<file path="config.mk">
export PLATFORM = sky130hd
export DESIGN_NAME = dci_top
export DESIGN_NICKNAME = d
export VERILOG_FILES = /design/src/inc/dci_pkg.sv /design/src/dci_fifo.sv /design/src/dci_top.sv
export SDC_FILE = /design/constraint.sdc
export NUM_CORES = 1
export LEC_CHECK = 0
export BUFFER_PORTS_ARGS = -buffer_cell sky130_fd_sc_hd__buf_2
export CORE_MARGIN = 3
export CORE_UTILIZATION = 36
export DETAILED_ROUTE_END_ITERATION = 10
export PLACE_DENSITY = 0.54
export SLEW_MARGIN = 10
export SYNTH_ARGS = -nofsm -noshare
export SYNTH_HDL_FRONTEND = slang
export SYNTH_SLANG_ARGS = --single-unit
</file>
<file path="constraint.sdc">
create_clock -name mclk_i -period 3.9 [get_ports mclk_i]
set_input_delay 0.39 -clock mclk_i [delete_from_list [all_inputs] [get_ports mclk_i]]
set_output_delay 0.39 -clock mclk_i [all_outputs]
set_load 0.1 [all_outputs]
</file>
<file path="src/inc/dci_pkg.sv">
// Constants and types of the debug command interpreter.
// Assumes one system clock; the serial debug pin is open drain with a pull-up.
package dci_pkg;

	localparam logic [7:0]  CMD_REV    = 8'h00;
	localparam logic [7:0]  CMD_STAT   = 8'h02;
	localparam logic [7:0]  CMD_RTC    = 8'h03;
	localparam logic [7:0]  CMD_WCTL   = 8'h04;
	localparam logic [7:0]  CMD_RCTL   = 8'h05;
	localparam logic [7:0]  CMD_WPC    = 8'h06;
	localparam logic [7:0]  CMD_RPC    = 8'h07;
	localparam logic [7:0]  CMD_WREG   = 8'h08;
	localparam logic [7:0]  CMD_RREG   = 8'h09;
	localparam logic [7:0]  CMD_STEP   = 8'h10;
	localparam logic [7:0]  CMD_STUFF  = 8'h11;
	localparam logic [7:0]  CMD_EXEC   = 8'h12;

	// Arbitrary value
	localparam logic [15:0] REV_VAL    = 16'h0100;
	localparam logic [7:0]  CTL_RST    = 8'h00;
	localparam logic [7:0]  CTL_WMASK  = 8'hE1;
	localparam int          CTL_HALT   = 7;
	localparam int          CTL_BRKEN  = 6;
	localparam logic [11:0] FLASH_LO   = 12'hFF8;
	localparam logic [11:0] FLASH_HI   = 12'hFFB;
	localparam logic [11:0] FLASH_CTL  = 12'hFF8;
	localparam logic [7:0]  MASS_ERASE = 8'h95;
	localparam logic [15:0] ONES16     = 16'hFFFF;
	localparam logic [7:0]  ONES8      = 8'hFF;
	localparam logic [8:0]  SIZE_256   = 9'h100;

	// Low run of the calibration character is eight bit periods
	localparam logic [14:0] CAL_MIN    = 15'h0040;
	localparam logic [14:0] CAL_MAX    = 15'h2000;
	localparam logic [14:0] BRK_MUL    = 15'h0009;
	localparam logic [5:0]  STOP_BIT   = 6'h09;
	// Four characters of ten bits each
	localparam logic [5:0]  BRK_LEN    = 6'h28;
	localparam logic [1:0]  PIN_RST    = 2'h3;
	localparam int          FIFO_W     = 8;
	localparam int          FIFO_D     = 8;

	typedef enum logic [5:0] {
		LK_CAL  = 6'h01,
		LK_IDLE = 6'h02,
		LK_RX   = 6'h04,
		LK_TX   = 6'h08,
		LK_BRK  = 6'h10,
		LK_WAIT = 6'h20
	} dci_lk_t;

	typedef enum logic [6:0] {
		CI_CMD  = 7'h01,
		CI_ARG  = 7'h02,
		CI_WR   = 7'h04,
		CI_RD   = 7'h08,
		CI_RDW  = 7'h10,
		CI_RSP  = 7'h20,
		CI_EXEC = 7'h40
	} dci_ci_t;

	typedef struct packed {
		logic        wr;
		logic        rd;
		logic [11:0] addr;
		logic [7:0]  data;
	} dci_reg_t;

	typedef struct packed {
		logic        pc_wr;
		logic        step;
		logic        stuff;
		logic        exec;
		logic [15:0] pc;
		logic [7:0]  op;
	} dci_cpu_t;

endpackage : dci_pkg

</file>
<file path="src/dci_fifo.sv">
// Small synchronous FIFO with valid and ready on both sides.
// Assumes a power-of-two depth and a single clock.
module dci_fifo #(
	parameter int W = dci_pkg::FIFO_W,
	parameter int D = dci_pkg::FIFO_D
) (
	input  wire logic         mclk_i,
	input  wire logic         srst_i,
	input  wire logic         flush_i,
	input  wire logic         in_vld_i,
	output logic              in_rdy_o,
	input  wire logic [W-1:0] in_dat_i,
	output logic              out_vld_o,
	input  wire logic         out_rdy_i,
	output logic [W-1:0]      out_dat_o
);
	localparam int AW = $clog2(D);

	logic [W-1:0] mem_ff [D];
	logic [AW:0]  wp_ff;
	logic [AW:0]  rp_ff;
	logic         full;
	logic         empty;

	assign empty     = (wp_ff == rp_ff);
	assign full      = (wp_ff[AW] != rp_ff[AW]) && (wp_ff[AW-1:0] == rp_ff[AW-1:0]);
	assign in_rdy_o  = ~full;
	assign out_vld_o = ~empty;
	assign out_dat_o = mem_ff[rp_ff[AW-1:0]];

	always_ff @(posedge mclk_i) begin
		if (in_vld_i && !full) begin
			mem_ff[wp_ff[AW-1:0]] <= in_dat_i;
		end
	end

	always_ff @(posedge mclk_i) begin
		if (srst_i || flush_i) begin
			wp_ff <= '0;
			rp_ff <= '0;
		end else begin
			if (in_vld_i && !full) begin
				wp_ff <= wp_ff + 1'b1;
			end
			if (out_rdy_i && !empty) begin
				rp_ff <= rp_ff + 1'b1;
			end
		end
	end
endmodule : dci_fifo

</file>
<file path="src/dci_top.sv">
// Debug command interpreter with its serial link, autobaud and answer FIFO.
// Assumes the CPU side runs on mclk_i; the debug pin is asynchronous.
module dci_top (
	input  wire logic        mclk_i,
	input  wire logic        srst_i,
	input  wire logic        debug_pin_i,
	input  wire logic        read_protect_i,
	input  wire logic        bkpt_i,
	input  wire logic        exec_done_i,
	input  wire logic [7:0]  status_i,
	input  wire logic [15:0] pc_i,
	input  wire logic [7:0]  reg_rdata_i,
	output logic             debug_pin_o,
	output logic             debug_pin_oe_o,
	output logic [7:0]       ctl_o,
	output dci_pkg::dci_reg_t reg_o,
	output dci_pkg::dci_cpu_t cpu_o
);

	////////////////////////////////////////////////////////////////////////////
	// Declarations

	logic [1:0]        pin_sync_ff;
	logic              pin_d_ff;
	logic              pin_s;
	logic [14:0]       run_ff;
	dci_pkg::dci_lk_t  lk_ff;
	logic [10:0]       bitp_ff;
	logic [10:0]       tmr_ff;
	logic [14:0]       brk_lim_ff;
	logic [5:0]        bitn_ff;
	logic [9:0]        tsh_ff;
	logic [7:0]        rsh_ff;
	logic              oe_ff;
	logic              pin_o_ff;
	logic              rx_vld_ff;
	logic [7:0]        rx_dat_ff;
	logic              err_ff;
	logic              tick;
	logic              half;
	logic              err_now;
	logic              tx_take;
	logic              f_in_rdy;
	logic              f_out_vld;
	logic [7:0]        f_out_dat;

	dci_pkg::dci_ci_t  ci_ff;
	logic [7:0]        cmd_ff;
	logic [1:0]        need_ff;
	logic [15:0]       arg_ff;
	logic [8:0]        cnt_ff;
	logic [11:0]       addr_ff;
	logic [15:0]       rsp_ff;
	logic [1:0]        rsp_n_ff;
	dci_pkg::dci_reg_t reg_ff;
	dci_pkg::dci_cpu_t cpu_ff;
	logic [7:0]        ctl_ff;
	logic [7:0]        nxt_ctl;
	logic              halt_d_ff;
	logic [15:0]       rt_ff;
	logic              full;
	logic              last_arg;
	logic              wr_ok;
	logic              push;
	logic [7:0]        push_dat;

	////////////////////////////////////////////////////////////////////////////
	// Pin sampling and low-run measurement

	assign pin_s = pin_sync_ff[1];

	always_ff @(posedge mclk_i) begin
		if (srst_i) begin
			pin_sync_ff <= dci_pkg::PIN_RST;
			pin_d_ff    <= 1'b1;
		end else begin
			pin_sync_ff <= {pin_sync_ff[0], debug_pin_i};
			pin_d_ff    <= pin_s;
		end
	end

	// Saturates so a very long break cannot wrap into a valid calibration
	always_ff @(posedge mclk_i) begin
		if (srst_i || pin_s) begin
			run_ff <= '0;
		end else if (run_ff != 15'h7FFF) begin
			run_ff <= run_ff + 1'b1;
		end
	end

	////////////////////////////////////////////////////////////////////////////
	// Serial link: autobaud, receive, transmit, break

	assign tick = (tmr_ff == 11'h000);
	assign half = (tmr_ff == {1'b0, bitp_ff[10:1]});

	always_comb begin
		err_now = 1'b0;
		if (lk_ff == dci_pkg::LK_RX && tick && bitn_ff == dci_pkg::STOP_BIT && !pin_s) begin
			err_now = 1'b1;
		end
		// Own drive is seen back through the synchroniser well before mid-bit
		if (lk_ff == dci_pkg::LK_TX && half && !oe_ff && !pin_s) begin
			err_now = 1'b1;
		end
		if ((lk_ff == dci_pkg::LK_IDLE || lk_ff == dci_pkg::LK_RX || lk_ff == dci_pkg::LK_TX)
			&& run_ff >= brk_lim_ff) begin
			err_now = 1'b1;
		end
	end

	assign tx_take = (lk_ff == dci_pkg::LK_IDLE) && pin_s && f_out_vld && !err_now;

	always_ff @(posedge mclk_i) begin
		if (srst_i) begin
			lk_ff      <= dci_pkg::LK_CAL;
			bitp_ff    <= '0;
			tmr_ff     <= '0;
			brk_lim_ff <= 15'h7FFF;
			bitn_ff    <= '0;
			tsh_ff     <= 10'h3FF;
			rsh_ff     <= '0;
			oe_ff      <= 1'b0;
			rx_vld_ff  <= 1'b0;
			rx_dat_ff  <= '0;
			err_ff     <= 1'b0;
		end else begin
			rx_vld_ff <= 1'b0;
			err_ff    <= err_now;
			if (err_now) begin
				lk_ff   <= dci_pkg::LK_BRK;
				tmr_ff  <= bitp_ff - 11'h001;
				bitn_ff <= '0;
				oe_ff   <= 1'b1;
			end else begin
				case (lk_ff)
					dci_pkg::LK_CAL: begin
						oe_ff <= 1'b0;
						if (pin_s && !pin_d_ff && run_ff >= dci_pkg::CAL_MIN
							&& run_ff < dci_pkg::CAL_MAX) begin
							bitp_ff    <= run_ff[13:3];
							brk_lim_ff <= {4'h0, run_ff[13:3]} * dci_pkg::BRK_MUL
								+ {5'h00, run_ff[13:4]};
							lk_ff      <= dci_pkg::LK_IDLE;
						end
					end
					dci_pkg::LK_IDLE: begin
						if (!pin_s) begin
							lk_ff   <= dci_pkg::LK_RX;
							tmr_ff  <= {1'b0, bitp_ff[10:1]};
							bitn_ff <= '0;
						end else if (tx_take) begin
							lk_ff   <= dci_pkg::LK_TX;
							tsh_ff  <= {1'b1, f_out_dat, 1'b0};
							tmr_ff  <= bitp_ff - 11'h001;
							bitn_ff <= '0;
							oe_ff   <= 1'b1;
						end
					end
					dci_pkg::LK_RX: begin
						if (tick) begin
							tmr_ff  <= bitp_ff - 11'h001;
							bitn_ff <= bitn_ff + 1'b1;
							if (bitn_ff == 6'h00 && pin_s) begin
								lk_ff <= dci_pkg::LK_IDLE;
							end else if (bitn_ff == dci_pkg::STOP_BIT) begin
								lk_ff     <= dci_pkg::LK_IDLE;
								rx_vld_ff <= 1'b1;
								rx_dat_ff <= rsh_ff;
							end else if (bitn_ff != 6'h00) begin
								rsh_ff <= {pin_s, rsh_ff[7:1]};
							end
						end else begin
							tmr_ff <= tmr_ff - 1'b1;
						end
					end
					dci_pkg::LK_TX: begin
						if (tick) begin
							tmr_ff  <= bitp_ff - 11'h001;
							bitn_ff <= bitn_ff + 1'b1;
							tsh_ff  <= {1'b1, tsh_ff[9:1]};
							if (bitn_ff == dci_pkg::STOP_BIT) begin
								lk_ff <= dci_pkg::LK_IDLE;
								oe_ff <= 1'b0;
							end else begin
								oe_ff <= ~tsh_ff[1];
							end
						end else begin
							tmr_ff <= tmr_ff - 1'b1;
						end
					end
					dci_pkg::LK_BRK: begin
						if (tick) begin
							tmr_ff  <= bitp_ff - 11'h001;
							bitn_ff <= bitn_ff + 1'b1;
							if (bitn_ff == dci_pkg::BRK_LEN - 6'h01) begin
								lk_ff <= dci_pkg::LK_WAIT;
								oe_ff <= 1'b0;
							end
						end else begin
							tmr_ff <= tmr_ff - 1'b1;
						end
					end
					dci_pkg::LK_WAIT: begin
						// Host may hold its break longer than ours
						if (pin_s && pin_d_ff) begin
							lk_ff <= dci_pkg::LK_CAL;
						end
					end
					default: begin
						lk_ff <= dci_pkg::LK_CAL;
					end
				endcase
			end
		end
	end

	always_ff @(posedge mclk_i) begin
		pin_o_ff <= 1'b0;
	end

	////////////////////////////////////////////////////////////////////////////
	// Answer FIFO: the interpreter stalls while it is full

	dci_fifo #(
		.W (dci_pkg::FIFO_W),
		.D (dci_pkg::FIFO_D)
	) u_fifo (
		.mclk_i    (mclk_i),
		.srst_i    (srst_i),
		.flush_i   (err_ff),
		.in_vld_i  (push),
		.in_rdy_o  (f_in_rdy),
		.in_dat_i  (push_dat),
		.out_vld_o (f_out_vld),
		.out_rdy_i (tx_take),
		.out_dat_o (f_out_dat)
	);

	////////////////////////////////////////////////////////////////////////////
	// Command interpreter

	assign full     = ctl_ff[dci_pkg::CTL_HALT] && !read_protect_i;
	assign last_arg = (ci_ff == dci_pkg::CI_ARG) && rx_vld_ff && (need_ff == 2'h1);
	assign wr_ok    = ctl_ff[dci_pkg::CTL_HALT] && (!read_protect_i
		|| (addr_ff >= dci_pkg::FLASH_LO && addr_ff <= dci_pkg::FLASH_HI
		&& (addr_ff != dci_pkg::FLASH_CTL || rx_dat_ff == dci_pkg::MASS_ERASE)));

	always_comb begin
		push     = 1'b0;
		push_dat = rsp_ff[15:8];
		if (ci_ff == dci_pkg::CI_RSP) begin
			push = 1'b1;
		end else if (ci_ff == dci_pkg::CI_RDW) begin
			push     = 1'b1;
			push_dat = full ? reg_rdata_i : dci_pkg::ONES8;
		end
	end

	always_ff @(posedge mclk_i) begin
		if (srst_i || err_ff) begin
			ci_ff    <= dci_pkg::CI_CMD;
			cmd_ff   <= '0;
			need_ff  <= '0;
			arg_ff   <= '0;
			cnt_ff   <= '0;
			addr_ff  <= '0;
			rsp_ff   <= '0;
			rsp_n_ff <= '0;
			reg_ff   <= '0;
			cpu_ff   <= '0;
		end else begin
			reg_ff.wr    <= 1'b0;
			reg_ff.rd    <= 1'b0;
			cpu_ff.pc_wr <= 1'b0;
			cpu_ff.step  <= 1'b0;
			cpu_ff.stuff <= 1'b0;
			cpu_ff.exec  <= 1'b0;
			case (ci_ff)
				dci_pkg::CI_CMD: begin
					if (rx_vld_ff) begin
						cmd_ff <= rx_dat_ff;
						case (rx_dat_ff)
							dci_pkg::CMD_REV: begin
								rsp_ff   <= dci_pkg::REV_VAL;
								rsp_n_ff <= 2'h2;
								ci_ff    <= dci_pkg::CI_RSP;
							end
							dci_pkg::CMD_STAT: begin
								rsp_ff   <= {status_i, 8'h00};
								rsp_n_ff <= 2'h1;
								ci_ff    <= dci_pkg::CI_RSP;
							end
							dci_pkg::CMD_RTC: begin
								if (ctl_ff[dci_pkg::CTL_HALT]) begin
									rsp_ff   <= rt_ff;
									rsp_n_ff <= 2'h2;
									ci_ff    <= dci_pkg::CI_RSP;
								end
							end
							dci_pkg::CMD_RCTL: begin
								rsp_ff   <= {ctl_ff, 8'h00};
								rsp_n_ff <= 2'h1;
								ci_ff    <= dci_pkg::CI_RSP;
							end
							dci_pkg::CMD_RPC: begin
								rsp_ff   <= full ? pc_i : dci_pkg::ONES16;
								rsp_n_ff <= 2'h2;
								ci_ff    <= dci_pkg::CI_RSP;
							end
							dci_pkg::CMD_WCTL, dci_pkg::CMD_STUFF: begin
								need_ff <= 2'h1;
								ci_ff   <= dci_pkg::CI_ARG;
							end
							dci_pkg::CMD_WPC: begin
								need_ff <= 2'h2;
								ci_ff   <= dci_pkg::CI_ARG;
							end
							dci_pkg::CMD_WREG, dci_pkg::CMD_RREG: begin
								need_ff <= 2'h3;
								ci_ff   <= dci_pkg::CI_ARG;
							end
							dci_pkg::CMD_STEP: begin
								cpu_ff.step <= full;
							end
							dci_pkg::CMD_EXEC: begin
								ci_ff <= dci_pkg::CI_EXEC;
							end
							default: begin
								ci_ff <= dci_pkg::CI_CMD;
							end
						endcase
					end
				end
				dci_pkg::CI_ARG: begin
					if (rx_vld_ff) begin
						arg_ff  <= {arg_ff[7:0], rx_dat_ff};
						need_ff <= need_ff - 1'b1;
						if (need_ff == 2'h1) begin
							ci_ff <= dci_pkg::CI_CMD;
							if (cmd_ff == dci_pkg::CMD_WPC) begin
								cpu_ff.pc    <= {arg_ff[7:0], rx_dat_ff};
								cpu_ff.pc_wr <= full;
							end else if (cmd_ff == dci_pkg::CMD_STUFF) begin
								cpu_ff.op    <= rx_dat_ff;
								cpu_ff.stuff <= full;
							end else if (cmd_ff == dci_pkg::CMD_WREG
								|| cmd_ff == dci_pkg::CMD_RREG) begin
								addr_ff <= arg_ff[11:0];
								cnt_ff  <= (rx_dat_ff == 8'h00) ? dci_pkg::SIZE_256
									: {1'b0, rx_dat_ff};
								ci_ff   <= (cmd_ff == dci_pkg::CMD_WREG) ? dci_pkg::CI_WR
									: dci_pkg::CI_RD;
							end
						end
					end
				end
				dci_pkg::CI_WR: begin
					if (rx_vld_ff) begin
						reg_ff.addr <= addr_ff;
						reg_ff.data <= rx_dat_ff;
						reg_ff.wr   <= wr_ok;
						addr_ff     <= addr_ff + 1'b1;
						cnt_ff      <= cnt_ff - 1'b1;
						if (cnt_ff == 9'h001) begin
							ci_ff <= dci_pkg::CI_CMD;
						end
					end
				end
				dci_pkg::CI_RD: begin
					// Only this process fills the FIFO, so room seen here holds next cycle
					if (f_in_rdy) begin
						reg_ff.addr <= addr_ff;
						reg_ff.rd   <= full;
						ci_ff       <= dci_pkg::CI_RDW;
					end
				end
				dci_pkg::CI_RDW: begin
					addr_ff <= addr_ff + 1'b1;
					cnt_ff  <= cnt_ff - 1'b1;
					ci_ff   <= (cnt_ff == 9'h001) ? dci_pkg::CI_CMD : dci_pkg::CI_RD;
				end
				dci_pkg::CI_RSP: begin
					if (f_in_rdy) begin
						rsp_ff   <= {rsp_ff[7:0], 8'h00};
						rsp_n_ff <= rsp_n_ff - 1'b1;
						if (rsp_n_ff == 2'h1) begin
							ci_ff <= dci_pkg::CI_CMD;
						end
					end
				end
				dci_pkg::CI_EXEC: begin
					if (rx_vld_ff) begin
						cpu_ff.op   <= rx_dat_ff;
						cpu_ff.exec <= full;
						if (!full) begin
							ci_ff <= dci_pkg::CI_CMD;
						end
					end else if (exec_done_i) begin
						ci_ff <= dci_pkg::CI_CMD;
					end
				end
				default: begin
					ci_ff <= dci_pkg::CI_CMD;
				end
			endcase
		end
	end

	////////////////////////////////////////////////////////////////////////////
	// Debug control register and runtime counter

	always_comb begin
		nxt_ctl = ctl_ff;
		if (last_arg && cmd_ff == dci_pkg::CMD_WCTL) begin
			nxt_ctl = rx_dat_ff & dci_pkg::CTL_WMASK;
			if (read_protect_i && ctl_ff[dci_pkg::CTL_HALT]) begin
				nxt_ctl[dci_pkg::CTL_HALT] = 1'b1;
			end
		end
		// A breakpoint in the same cycle as a write still halts
		if (bkpt_i && ctl_ff[dci_pkg::CTL_BRKEN]) begin
			nxt_ctl[dci_pkg::CTL_HALT] = 1'b1;
		end
	end

	always_ff @(posedge mclk_i) begin
		if (srst_i) begin
			ctl_ff <= dci_pkg::CTL_RST;
		end else begin
			ctl_ff <= nxt_ctl;
		end
	end

	// Never overwritten by commands here, which the relaxed counter contract allows
	always_ff @(posedge mclk_i) begin
		if (srst_i) begin
			halt_d_ff <= 1'b0;
			rt_ff     <= '0;
		end else begin
			halt_d_ff <= ctl_ff[dci_pkg::CTL_HALT];
			if (halt_d_ff && !ctl_ff[dci_pkg::CTL_HALT]) begin
				rt_ff <= '0;
			end else if (!ctl_ff[dci_pkg::CTL_HALT] && rt_ff != dci_pkg::ONES16) begin
				rt_ff <= rt_ff + 1'b1;
			end
		end
	end

	////////////////////////////////////////////////////////////////////////////
	// Outputs

	assign debug_pin_o    = pin_o_ff;
	assign debug_pin_oe_o = oe_ff;
	assign ctl_o          = ctl_ff;
	assign reg_o          = reg_ff;
	assign cpu_o          = cpu_ff;

endmodule : dci_top

</file>
==> impl_metrics.ini, run 1 <==
[timing]
tns_ns = 0
final_max_slew_viol_count = 0
setup_viol = 0
maxSlewHeadroom = 0.260
clock_skew_ns = 0.0343
fin_crit_ns = 3.37
rsz0062_at_grt = no
whs_ns = 0.0420
fmax_ghz = 0.297
tightest_slew_ns = 1.11
fin_crit_sh = 0.864
hold_viol = 0

[worst_hold_path]
hold_path_class = primary input to flip-flop

[power_and_ir_drop]
power.density_nw_per_um2 = 400
p_sw_frac = 0.236
pwr-share-seq = 0.475
switchingPower_w = 0.00166
clkPwrFrac = 0.467
p_comb_frac = 0.058
p_leak_nw = 6.70
p_int_w = 0.00538
power_w = 0.00704
vdd_drop_max_mv = 0.303

[placement]
hpwl_um = 29100
place_congestion = 0.867
io_buffer_count = 92
dp.cells = 2330

[logic_synthesis]
ys_types = 76
synth_top_cells_by_count = dfxtp_1 (244), nand2_1 (211), nor2_1 (178)
ys_seq_area_frac = 0.440
synth_flop_cell = dfxtp_1
synth_edf_count = 64
synth_top_area_frac = 0.316
syn_area_per_cell_um2 = 8.70
yosys-top-cells-area = dfxtp_1 (32%), edfxtp_1 (12%), a21oi_1 (5.6%), nand2_1 (5.1%), ha_1 (4.8%)
ys_seq_elements = 308
synthArstFlopShare = 0
yosys.cell_count.top_type = dfxtp_1
netlist_instances = 1778
yosysWarnings = 0
yosysTopAreaCell = dfxtp_1
syn_area_um2 = 15500

[final_layout]
fin_util = 0.417
area_growth_pct = 13.9
antenna-diode-count = 0
drive_gt1_frac = 0.124
layout.nets = 1934
final_cells = 2395

[cts]
tritoncts.num_buffers = 37
htree_num_levels = 2
clock_path_buffers = 3
postCtsSetupRepairBufs = 0
cts.sinks = 308
cts_root_buffer = clkbuf_16
cts_hold_buf = 0
worstSkewPairLatency_ns = 0.53
cts_tree = yes
path_clk_slew_ns = 0.06

[die]
die_h_um = 213
initial_core_util = 0.366
fp.dieW_um = 213
num_rows = 75
core_um2 = 42200
die_area_um2 = 45500
io_pins = 98

[route]
drc = 0
drt_iter0_markers = 884
routed_via_density = 5.45
dr.pass1.iters = 5
wire_per_inst_um = 17.6
postRouteAntennaNets = 0
wl_um = 42100
vias = 13052

[global_routing]
grt_overflow = 0
busiest_layer = met2
met2_usage = 0.307
grt_usage = 0.185
grt_pass1_wl_um = 68100
first_global_vias = 12640
met1_usage = 0.250
antenna_found_initial = 0
grt_max_degree = 85
grt_use_met3 = 0.0303

[setup_path]
critPathMaxStageDelay_ns = 0.45
start_kind = flip-flop
endpoint_kind = flip-flop
worstSetupPathType = flip-flop to flip-flop
crit_family = compound AO/OA/AOI/OAI gates
cp_cell_sequence = inv_1 > ha_1 > ha_1 > fa_1 > a21o_1 > a21oi_1 > o21ai_0 > o41ai_2 > o21ai_0 > a2111oi_0 > o21ai_0
cp_num_buf_inv = 1
cpMostUsedCell = o21ai_0
slowest_stage = dfxtp_1
cp.arrival_ns = 3.75
crit_required_ns = 4.28
cp_max_fo = 6

[run]
cap_violations = 0

[status]
status = complete, no violations
-- worst paths after layout --
path / slack, ns / end / cells after the start / start
min: 0.04 / pin_sync_ff[0]$_SDFF_PP1_ / 2 / debug_pin_i
min reg2reg: 0.44 / pin_sync_ff[1]$_SDFF_PP1_ / 1 / pin_sync_ff[0]$_SDFF_PP1_
max reg2reg: 0.53 / brk_lim_ff[13]$_SDFFE_PP1P_ / 11 / run_ff[4]$_SDFFE_PP0P_
max: 0.53 / brk_lim_ff[13]$_SDFFE_PP1P_ / 11 / run_ff[4]$_SDFFE_PP0P_
-- logic make-up after synthesis --
group           after synthesis  synth area share
simple gates                671             0.204
flops                       308             0.440
xor+xnor                     68            0.0385
compound gates              423             0.168
other cells                   1          0.000242
buf+inv                     196            0.0501
mux                          45            0.0421
fa+ha+maj                    66            0.0568
-- final cells by class --
type	instances	area, um^2
clock inverters	11	98.8
clock buffers	54	1060
inverters	74	278
repair buffers	131	753
multi-input cells	1278	7940
well taps	539	674
flip-flops and latches	308	6810
fillers	4317	24600
-- worst reg2reg max path, cell delays in order, from the launching register on --
cell and delay (ns):
dfxtp_1 0.45, inv_1 0.11, ha_1 0.30, ha_1 0.24, fa_1 0.42, a21o_1 0.18
a21oi_1 0.23, o21ai_0 0.21, o41ai_2 0.35, o21ai_0 0.21, a2111oi_0 0.42, o21ai_0 0.12
-- registers in the layout, summed over array words and instances (netlist names), 7 cells and up, named ones only --
signal,flops
u_fifo.mem_ff,64
cpu_o,28
reg_o,22
rsp_ff,16
rt_ff,16
brk_lim_ff,15
run_ff,15
addr_ff,12
arg_ff,12
bitp_ff,11
tmr_ff,11
cnt_ff,9
cmd_ff,8
rsh_ff,8
rx_dat_ff,8
tsh_ff,8
ci_ff,7
-- cell usage in the layout, fill, tap and decap left out, types with 15 or more instances in the layout --
cell / synthesis / routed
a211oi_1: 26 / 26
a21oi_1: 172 / 172
a22oi_1: 25 / 25
and3_1: 16 / 16
buf_2: 11 / 92
buf_4: 5 / 39
clkbuf_16: 0 / 38
dfxtp_1: 244 / 244
edfxtp_1: 64 / 64
ha_1: 59 / 59
inv_1: 74 / 74
mux2i_1: 28 / 28
mux4_2: 16 / 16
nand2_1: 211 / 211
nand2b_1: 15 / 15
nand3_1: 90 / 90
nand4_1: 16 / 16
nor2_1: 178 / 177
nor3_1: 41 / 41
nor4_1: 15 / 15
o211ai_1: 18 / 18
o21ai_0: 85 / 85
or3_1: 18 / 18
xnor2_1: 32 / 32
xor2_1: 36 / 36
-- stage by stage --
| stage | cell area, um^2 | setup WS [ns] |
|---|---|---|
| after global routing | 17600 | 0.118 |
| after CTS | 17600 | 0.382 |
| after detailed placement | 16400 | 0.405 |
| after floorplan | 15500 | 0.877 |
| final | 17600 | 0.530 |
| after global placement | 16400 | 0.470 |
-- layer usage --
metal / part of all wire / vias to the layer above
met3: 0.046 / 75
met2: 0.47 / 300
met1: 0.46 / 6227
met5: 0 / -
li1: - / 6450
met4: 0.023 / 0
-- power by group through the flow --
stage | logic, W | registers (W) | clock network, W
2_1_floorplan | 0.000315 | 0.00339 | 0
3_3_place_gp | 0.000400 | 0.00342 | 0
3_5_place_dp | 0.000402 | 0.00342 | 0
4_1_cts | 0.000404 | 0.00335 | 0.00338
5_1_grt | 0.000450 | 0.00335 | 0.00351
6_report | 0.000405 | 0.00335 | 0.00329
-- repair_timing --
item,4_1_cts,5_1_grt
endpoints found under the hold margin,0,0
endpoints found under the setup margin,0,1
gates resized for setup,0,1
Note: power is estimated with default switching activity, not from simulation.
==> inputs of run 2 (changes only) <==
--- a/config.mk
+++ b/config.mk
@@ -9,6 +9,7 @@
 export CORE_MARGIN = 3
 export CORE_UTILIZATION = 36
 export DETAILED_ROUTE_END_ITERATION = 10
+export MAX_ROUTING_LAYER = met4
 export PLACE_DENSITY = 0.54
 export SLEW_MARGIN = 10
 export SYNTH_ARGS = -nofsm -noshare
==> constraint.sdc (replaced) <==
create_clock -name mclk_i -period 4.1 [get_ports mclk_i]
set_input_delay 0.41 -clock mclk_i [delete_from_list [all_inputs] [get_ports mclk_i]]
set_output_delay 0.41 -clock mclk_i [all_outputs]
set_load 0.1 [all_outputs]
==> run 2 against run 1 <==
Net effect: sequential power decreased by 5%; critical endpoint unchanged; register-to-register slack improved by 0.03 ns; flip-flop and latch count unchanged; highest routed layer unchanged; worst setup slack improved by 0.030 ns.
==> impl_metrics.ini, run 2 (synthesis results as in run 1) <==
[power_and_ir_drop]
vdd_drop_max_mv = 0.241
p_leak_nw = 6.72
power.density_nw_per_um2 = 393

[status]
status = complete, no violations

[route]
dr.pass1.iters = 6
wire_per_inst_um = 17.9
wl_um = 42800
routed_via_density = 5.48
vias = 13088
drc = 0
drt_iter0_markers = 886
postRouteAntennaNets = 0

[setup_path]
crit_required_ns = 4.47
endpoint_kind = flip-flop
cp-startpoint = run_ff[4]$_SDFFE_PP0P_
reg2reg_from = run_ff[4]$_SDFFE_PP0P_
worstSetupPathType = flip-flop to flip-flop
cp.arrival_ns = 3.91
cp_max_fo = 6
start_kind = flip-flop

[final_layout]
mostFrequentLayoutCell = dfxtp_1
layout.nets = 1929
n_fill_cell = 4227
largest_reg_flops = 64
area_growth_pct = 14.1
drive_gt1_frac = 0.122
final_cell_mix = dfxtp_1 (244), nand2_1 (211), nor2_1 (177)
antenna-diode-count = 0

[cts]
post_cts_resized = 0
cts_hold_buf = 0
clock_path_buffers = 3
htree_num_levels = 2
worstSkewPairLatency_ns = 0.53
tritoncts.num_buffers = 36
postCtsSetupRepairBufs = 0
cts.sinks = 308
path_clk_slew_ns = 0.06
cts_tree = yes
cts_root_buffer = clkbuf_16

[timing]
maxSlewHeadroom = 0.226
fin_crit_ns = 3.54
clock_skew_ns = 0.0221
hold_viol = 0
rsz0062_at_grt = no
final_max_slew_viol_count = 0
whs_ns = 0.0791
fin_crit_sh = 0.863
tightest_slew_ns = 1.15
tns_ns = 0
setup_viol = 0
fmax_ghz = 0.283

[global_routing]
grt_max_degree = 79
grt_usage = 0.193
antenna_found_initial = 0
grt_overflow = 0
grt_pass1_wl_um = 69100
first_global_vias = 12675

[worst_hold_path]
hold_path_startpoint = debug_pin_i
hold_path_class = primary input to flip-flop

[die]
num_rows = 75
io_pins = 98
fp.dieW_um = 213
die_area_um2 = 45500
initial_core_util = 0.366
core_um2 = 42200
die_h_um = 213

[run]
cap_violations = 0

[placement]
place_congestion = 0.863
hpwl_um = 29500
io_buffer_count = 92
-- run 2: worst max-delay path, cell delays in order, from the launching register on --
cell       delay, ns
dfxtp_1         0.44
inv_1           0.11
ha_1            0.30
ha_1            0.24
fa_1            0.42
a21o_1          0.18
a21oi_1         0.24
o21ai_0         0.17
o41ai_1         0.50
o21ai_0         0.25
a2111oi_0       0.41
o21ai_0         0.11
-- run 2: layout make-up --
| type | instances | area [um^2] | area share |
|---|---|---|---|
| timing repair buffer | 127 | 723 | 0.0410 |
| clock inverter | 11 | 148 | 0.00836 |
| tap | 539 | 674 | 0.0382 |
| inverter | 74 | 278 | 0.0157 |
| clock buffer | 52 | 1100 | 0.0621 |
| multi-input combinational | 1278 | 7930 | 0.449 |
| sequential | 308 | 6810 | 0.385 |
-- run 2: per-stage QoR --
step	total power, W	area [um^2]	setup slack, ns	utilization	instances
finish	0.00693	17700	0.560	0.418	2389
detailed placement	0.00363	16400	0.617	0.389	2326
floorplan	0.00353	15500	1.08	-	1782
CTS	0.00701	17700	0.581	0.418	2389
global route	0.00717	17700	0.333	0.418	2389
global placement	0.00363	16400	0.666	0.389	2326
-- run 2: worst paths after layout --
| path | depth (start not counted) | to | slack (ns) |
|---|---|---|---|
| max | 11 | brk_lim_ff[13]$_SDFFE_PP1P_ | 0.56 |
| min reg2reg | 1 | pin_sync_ff[1]$_SDFF_PP1_ | 0.41 |
| min | 2 | pin_sync_ff[0]$_SDFF_PP1_ | 0.08 |
| max reg2reg | 11 | brk_lim_ff[13]$_SDFFE_PP1P_ | 0.56 |
-- run 2: routing by layer --
metal	part of all wire	wire [um]	GRT usage	up-vias
met3	0.038	1620	0.0266	83
li1	-	-	-	6435
met5	0	0	-	-
met1	0.47	20100	0.256	6250
met2	0.46	19500	0.300	320
met4	0.037	1590	0.0720	0
-- run 2: report_power, final --
part / switching (W) / total [W] / internal, W / leakage [nW]
clock network: 0.00131 / 0.00336 / 0.00205 / 0.610
logic: 0.000267 / 0.000389 / 0.000123 / 3.56
registers: 0.0000508 / 0.00318 / 0.00313 / 2.54
total: 0.00162 / 0.00693 / 0.00531 / 6.72
==> inputs of run 3 (changes only) <==
--- a/config.mk
+++ b/config.mk
@@ -5,13 +5,13 @@
 export SDC_FILE = /design/constraint.sdc
 export NUM_CORES = 1
 export LEC_CHECK = 0
+export ABC_AREA = 1
 export BUFFER_PORTS_ARGS = -buffer_cell sky130_fd_sc_hd__buf_2
 export CORE_MARGIN = 3
 export CORE_UTILIZATION = 36
 export DETAILED_ROUTE_END_ITERATION = 10
 export MAX_ROUTING_LAYER = met4
 export PLACE_DENSITY = 0.54
-export SLEW_MARGIN = 10
 export SYNTH_ARGS = -nofsm -noshare
 export SYNTH_HDL_FRONTEND = slang
 export SYNTH_SLANG_ARGS = --single-unit
==> run 3 against run 2 <==
Net effect: via count increased by 12%; total power increased by 26%; largest power group unchanged; clock power increased by 6%; critical endpoint is now brk_lim_ff[9]$_SDFFE_PP1P_.
==> impl_metrics.ini, run 3 <==
[timing]
tightest_slew_ns = 1.07
tns_ns = 0
fin_ws_ns = 1.20
final_max_slew_viol_count = 0
fmax_ghz = 0.345
maxSlewHeadroom = 0.288
hold_viol = 0
fin_crit_sh = 0.707
rsz0062_at_grt = no
setup_viol = 0
clock_skew_ns = 0.0219
fin_crit_ns = 2.90

[final_layout]
drive_gt1_frac = 0.101
design_area_um2 = 18400
area_growth_pct = 13.9
largest_reg_flops = 64
layout.nets = 2392
mostFrequentLayoutCell = nand2_1
final_cell_mix = nand2_1 (484), inv_1 (248), dfxtp_1 (244)
antenna-diode-count = 0

[logic_synthesis]
syn_area_um2 = 16200
synth_top_area_frac = 0.301
yosysTopAreaCell = dfxtp_1
yosysWarnings = 0
netlist_instances = 2223
synth_top_cells_by_count = nand2_1 (484), inv_1 (248), dfxtp_1 (244)
yosys-top-cells-area = dfxtp_1 (30%), edfxtp_1 (12%), nand2_1 (11%), o21ai_0 (7.0%), a21oi_1 (6.0%)
synth_flop_cell = dfxtp_1
syn_area_per_cell_um2 = 7.29
synth_edf_count = 64
synthArstFlopShare = 0
ys_seq_area_frac = 0.420
yosys.cell_count.top_type = nand2_1
ys_seq_elements = 308
ys_types = 55

[run]
cap_violations = 0

[cts]
cts_hold_buf = 0
cts.sinks = 308
htree_num_levels = 2
cts_tree = yes
clock_path_buffers = 3
postCtsSetupRepairBufs = 0
worstSkewPairLatency_ns = 0.56
cts_root_buffer = clkbuf_16
post_cts_resized = 0
tritoncts.num_buffers = 38
path_clk_slew_ns = 0.06

[global_routing]
grt_pass1_wl_um = 74000
first_global_vias = 13712
grt_max_degree = 79
grt_overflow = 0
antenna_found_initial = 0
grt_usage = 0.199

[power_and_ir_drop]
power.density_nw_per_um2 = 472
vdd_drop_max_mv = 0.343
p_leak_nw = 8.14

[setup_path]
endpoint_kind = flip-flop
r2r_cells = 12
slowest_stage = dfxtp_1
critPathMaxStageDelay_ns = 0.52
cp.arrival_ns = 3.30
cp_cell_sequence = ha_1 > inv_1 > fa_1 > inv_1 > ha_1 > a21oi_1 > nand2_1 > a31oi_1 > o21ai_0 > xor2_1 > a21oi_1 > o21ai_0
reg2reg_from = run_ff[6]$_SDFFE_PP0P_
rr_endpoint = brk_lim_ff[9]$_SDFFE_PP1P_
cp_max_fo = 9
crit_path_end = brk_lim_ff[9]$_SDFFE_PP1P_
cp-startpoint = run_ff[6]$_SDFFE_PP0P_
start_kind = flip-flop
ff2ff_setup_slack_ns = 1.20
crit_required_ns = 4.50
worstSetupPathType = flip-flop to flip-flop

[die]
core_um2 = 44300
num_rows = 77
fp.dieW_um = 218
die_h_um = 218
die_area_um2 = 47600
initial_core_util = 0.366
io_pins = 98

[route]
postRouteAntennaNets = 0
drc = 0
drt_iter0_markers = 1012
routed_via_density = 5.05
vias = 14697
wire_per_inst_um = 16.0
dr.pass1.iters = 5
wl_um = 46500

[placement]
place_ws_ns = 1.24
place_congestion = 0.857
placed_area_um2 = 17100
io_buffer_count = 92
hpwl_um = 32900

[status]
status = complete, no violations

[worst_hold_path]
hold_path_class = primary input to flip-flop
## run 3: cell count changes after synthesis, moves of 23 or more
cell      delta
mux2i_1     -28
nand3_1     +28
a22oi_1     -23
nor2_1      +43
nand2_1    +273
xnor2_1     -24
a211oi_1    -23
inv_1      +174
o21ai_0    +143
clkbuf_1    -52
## run 3: cells by family after synthesis
family | after synthesis | synth area share
and+or+nand+nor | 947 | 0.248
AOI/OAI and AO/OA | 502 | 0.166
buffers and inverters | 359 | 0.0897
DFF | 308 | 0.420
adders and majority gates | 66 | 0.0542
xor gates and xnor gates | 40 | 0.0216
other | 1 | 0.000231
## run 3: worst min path at each step
stage	startpoint	endpoint	slack, ns	depth (start not counted)
after global placement	pin_sync_ff[0]$_SDFF_PP1_	pin_sync_ff[1]$_SDFF_PP1_	0.39	1
after global routing	debug_pin_i	pin_sync_ff[0]$_SDFF_PP1_	0.03	2
after CTS	debug_pin_i	pin_sync_ff[0]$_SDFF_PP1_	0.008	2
final	debug_pin_i	pin_sync_ff[0]$_SDFF_PP1_	0.04	2
after detailed placement	pin_sync_ff[0]$_SDFF_PP1_	pin_sync_ff[1]$_SDFF_PP1_	0.40	1
after floorplan	pin_sync_ff[0]$_SDFF_PP1_	pin_sync_ff[1]$_SDFF_PP1_	0.39	1
## run 3: power by group
part / leakage (nW) / internal, W / total, W / switching (W)
registers: 2.56 / 0.00329 / 0.00343 / 0.000132
logic: 4.94 / 0.000516 / 0.00174 / 0.00123
clock network: 0.647 / 0.00217 / 0.00355 / 0.00138
## run 3: metal layers
layer  share of wire  GRT usage
met5               0          -
met4           0.026     0.0581
met3           0.052     0.0293
met2            0.44      0.303
met1            0.48      0.274
## run 3: metrics by stage
step                      hold slack [ns]   util  cells  power, W
after detailed placement            0.396  0.387   2840   0.00521
final                              0.0399  0.416   2910   0.00872
after CTS                         0.00827  0.416   2910   0.00879
after global routing               0.0283  0.416   2910   0.00918
after global placement              0.391  0.387   2840   0.00520
after floorplan                     0.389      -   2227   0.00477
## run 3: critical path, delay by kind of cell, from the launching register on
| kind | cells | cell delay (ns) |
|---|---|---|
| buffers and inverters | 2 | 0.10 |
| AND/OR/NAND/NOR | 1 | 0.11 |
| XOR/XNOR | 1 | 0.17 |
| AO/OA/AOI/OAI | 5 | 0.82 |
| flip-flops | 1 | 0.52 |
| adder cells (fa/ha/maj) | 3 | 1.03 |
## run 3: layout make-up
class,count,area [um^2]
Clock buffer,47,1030
Clock inverter,23,290
Fill cell,4636,25900
Inverter,270,1020
Multi-Input combinational cell,1560,7970
Sequential cell,308,6810
Tap cell,592,741
Timing Repair Buffer,110,596
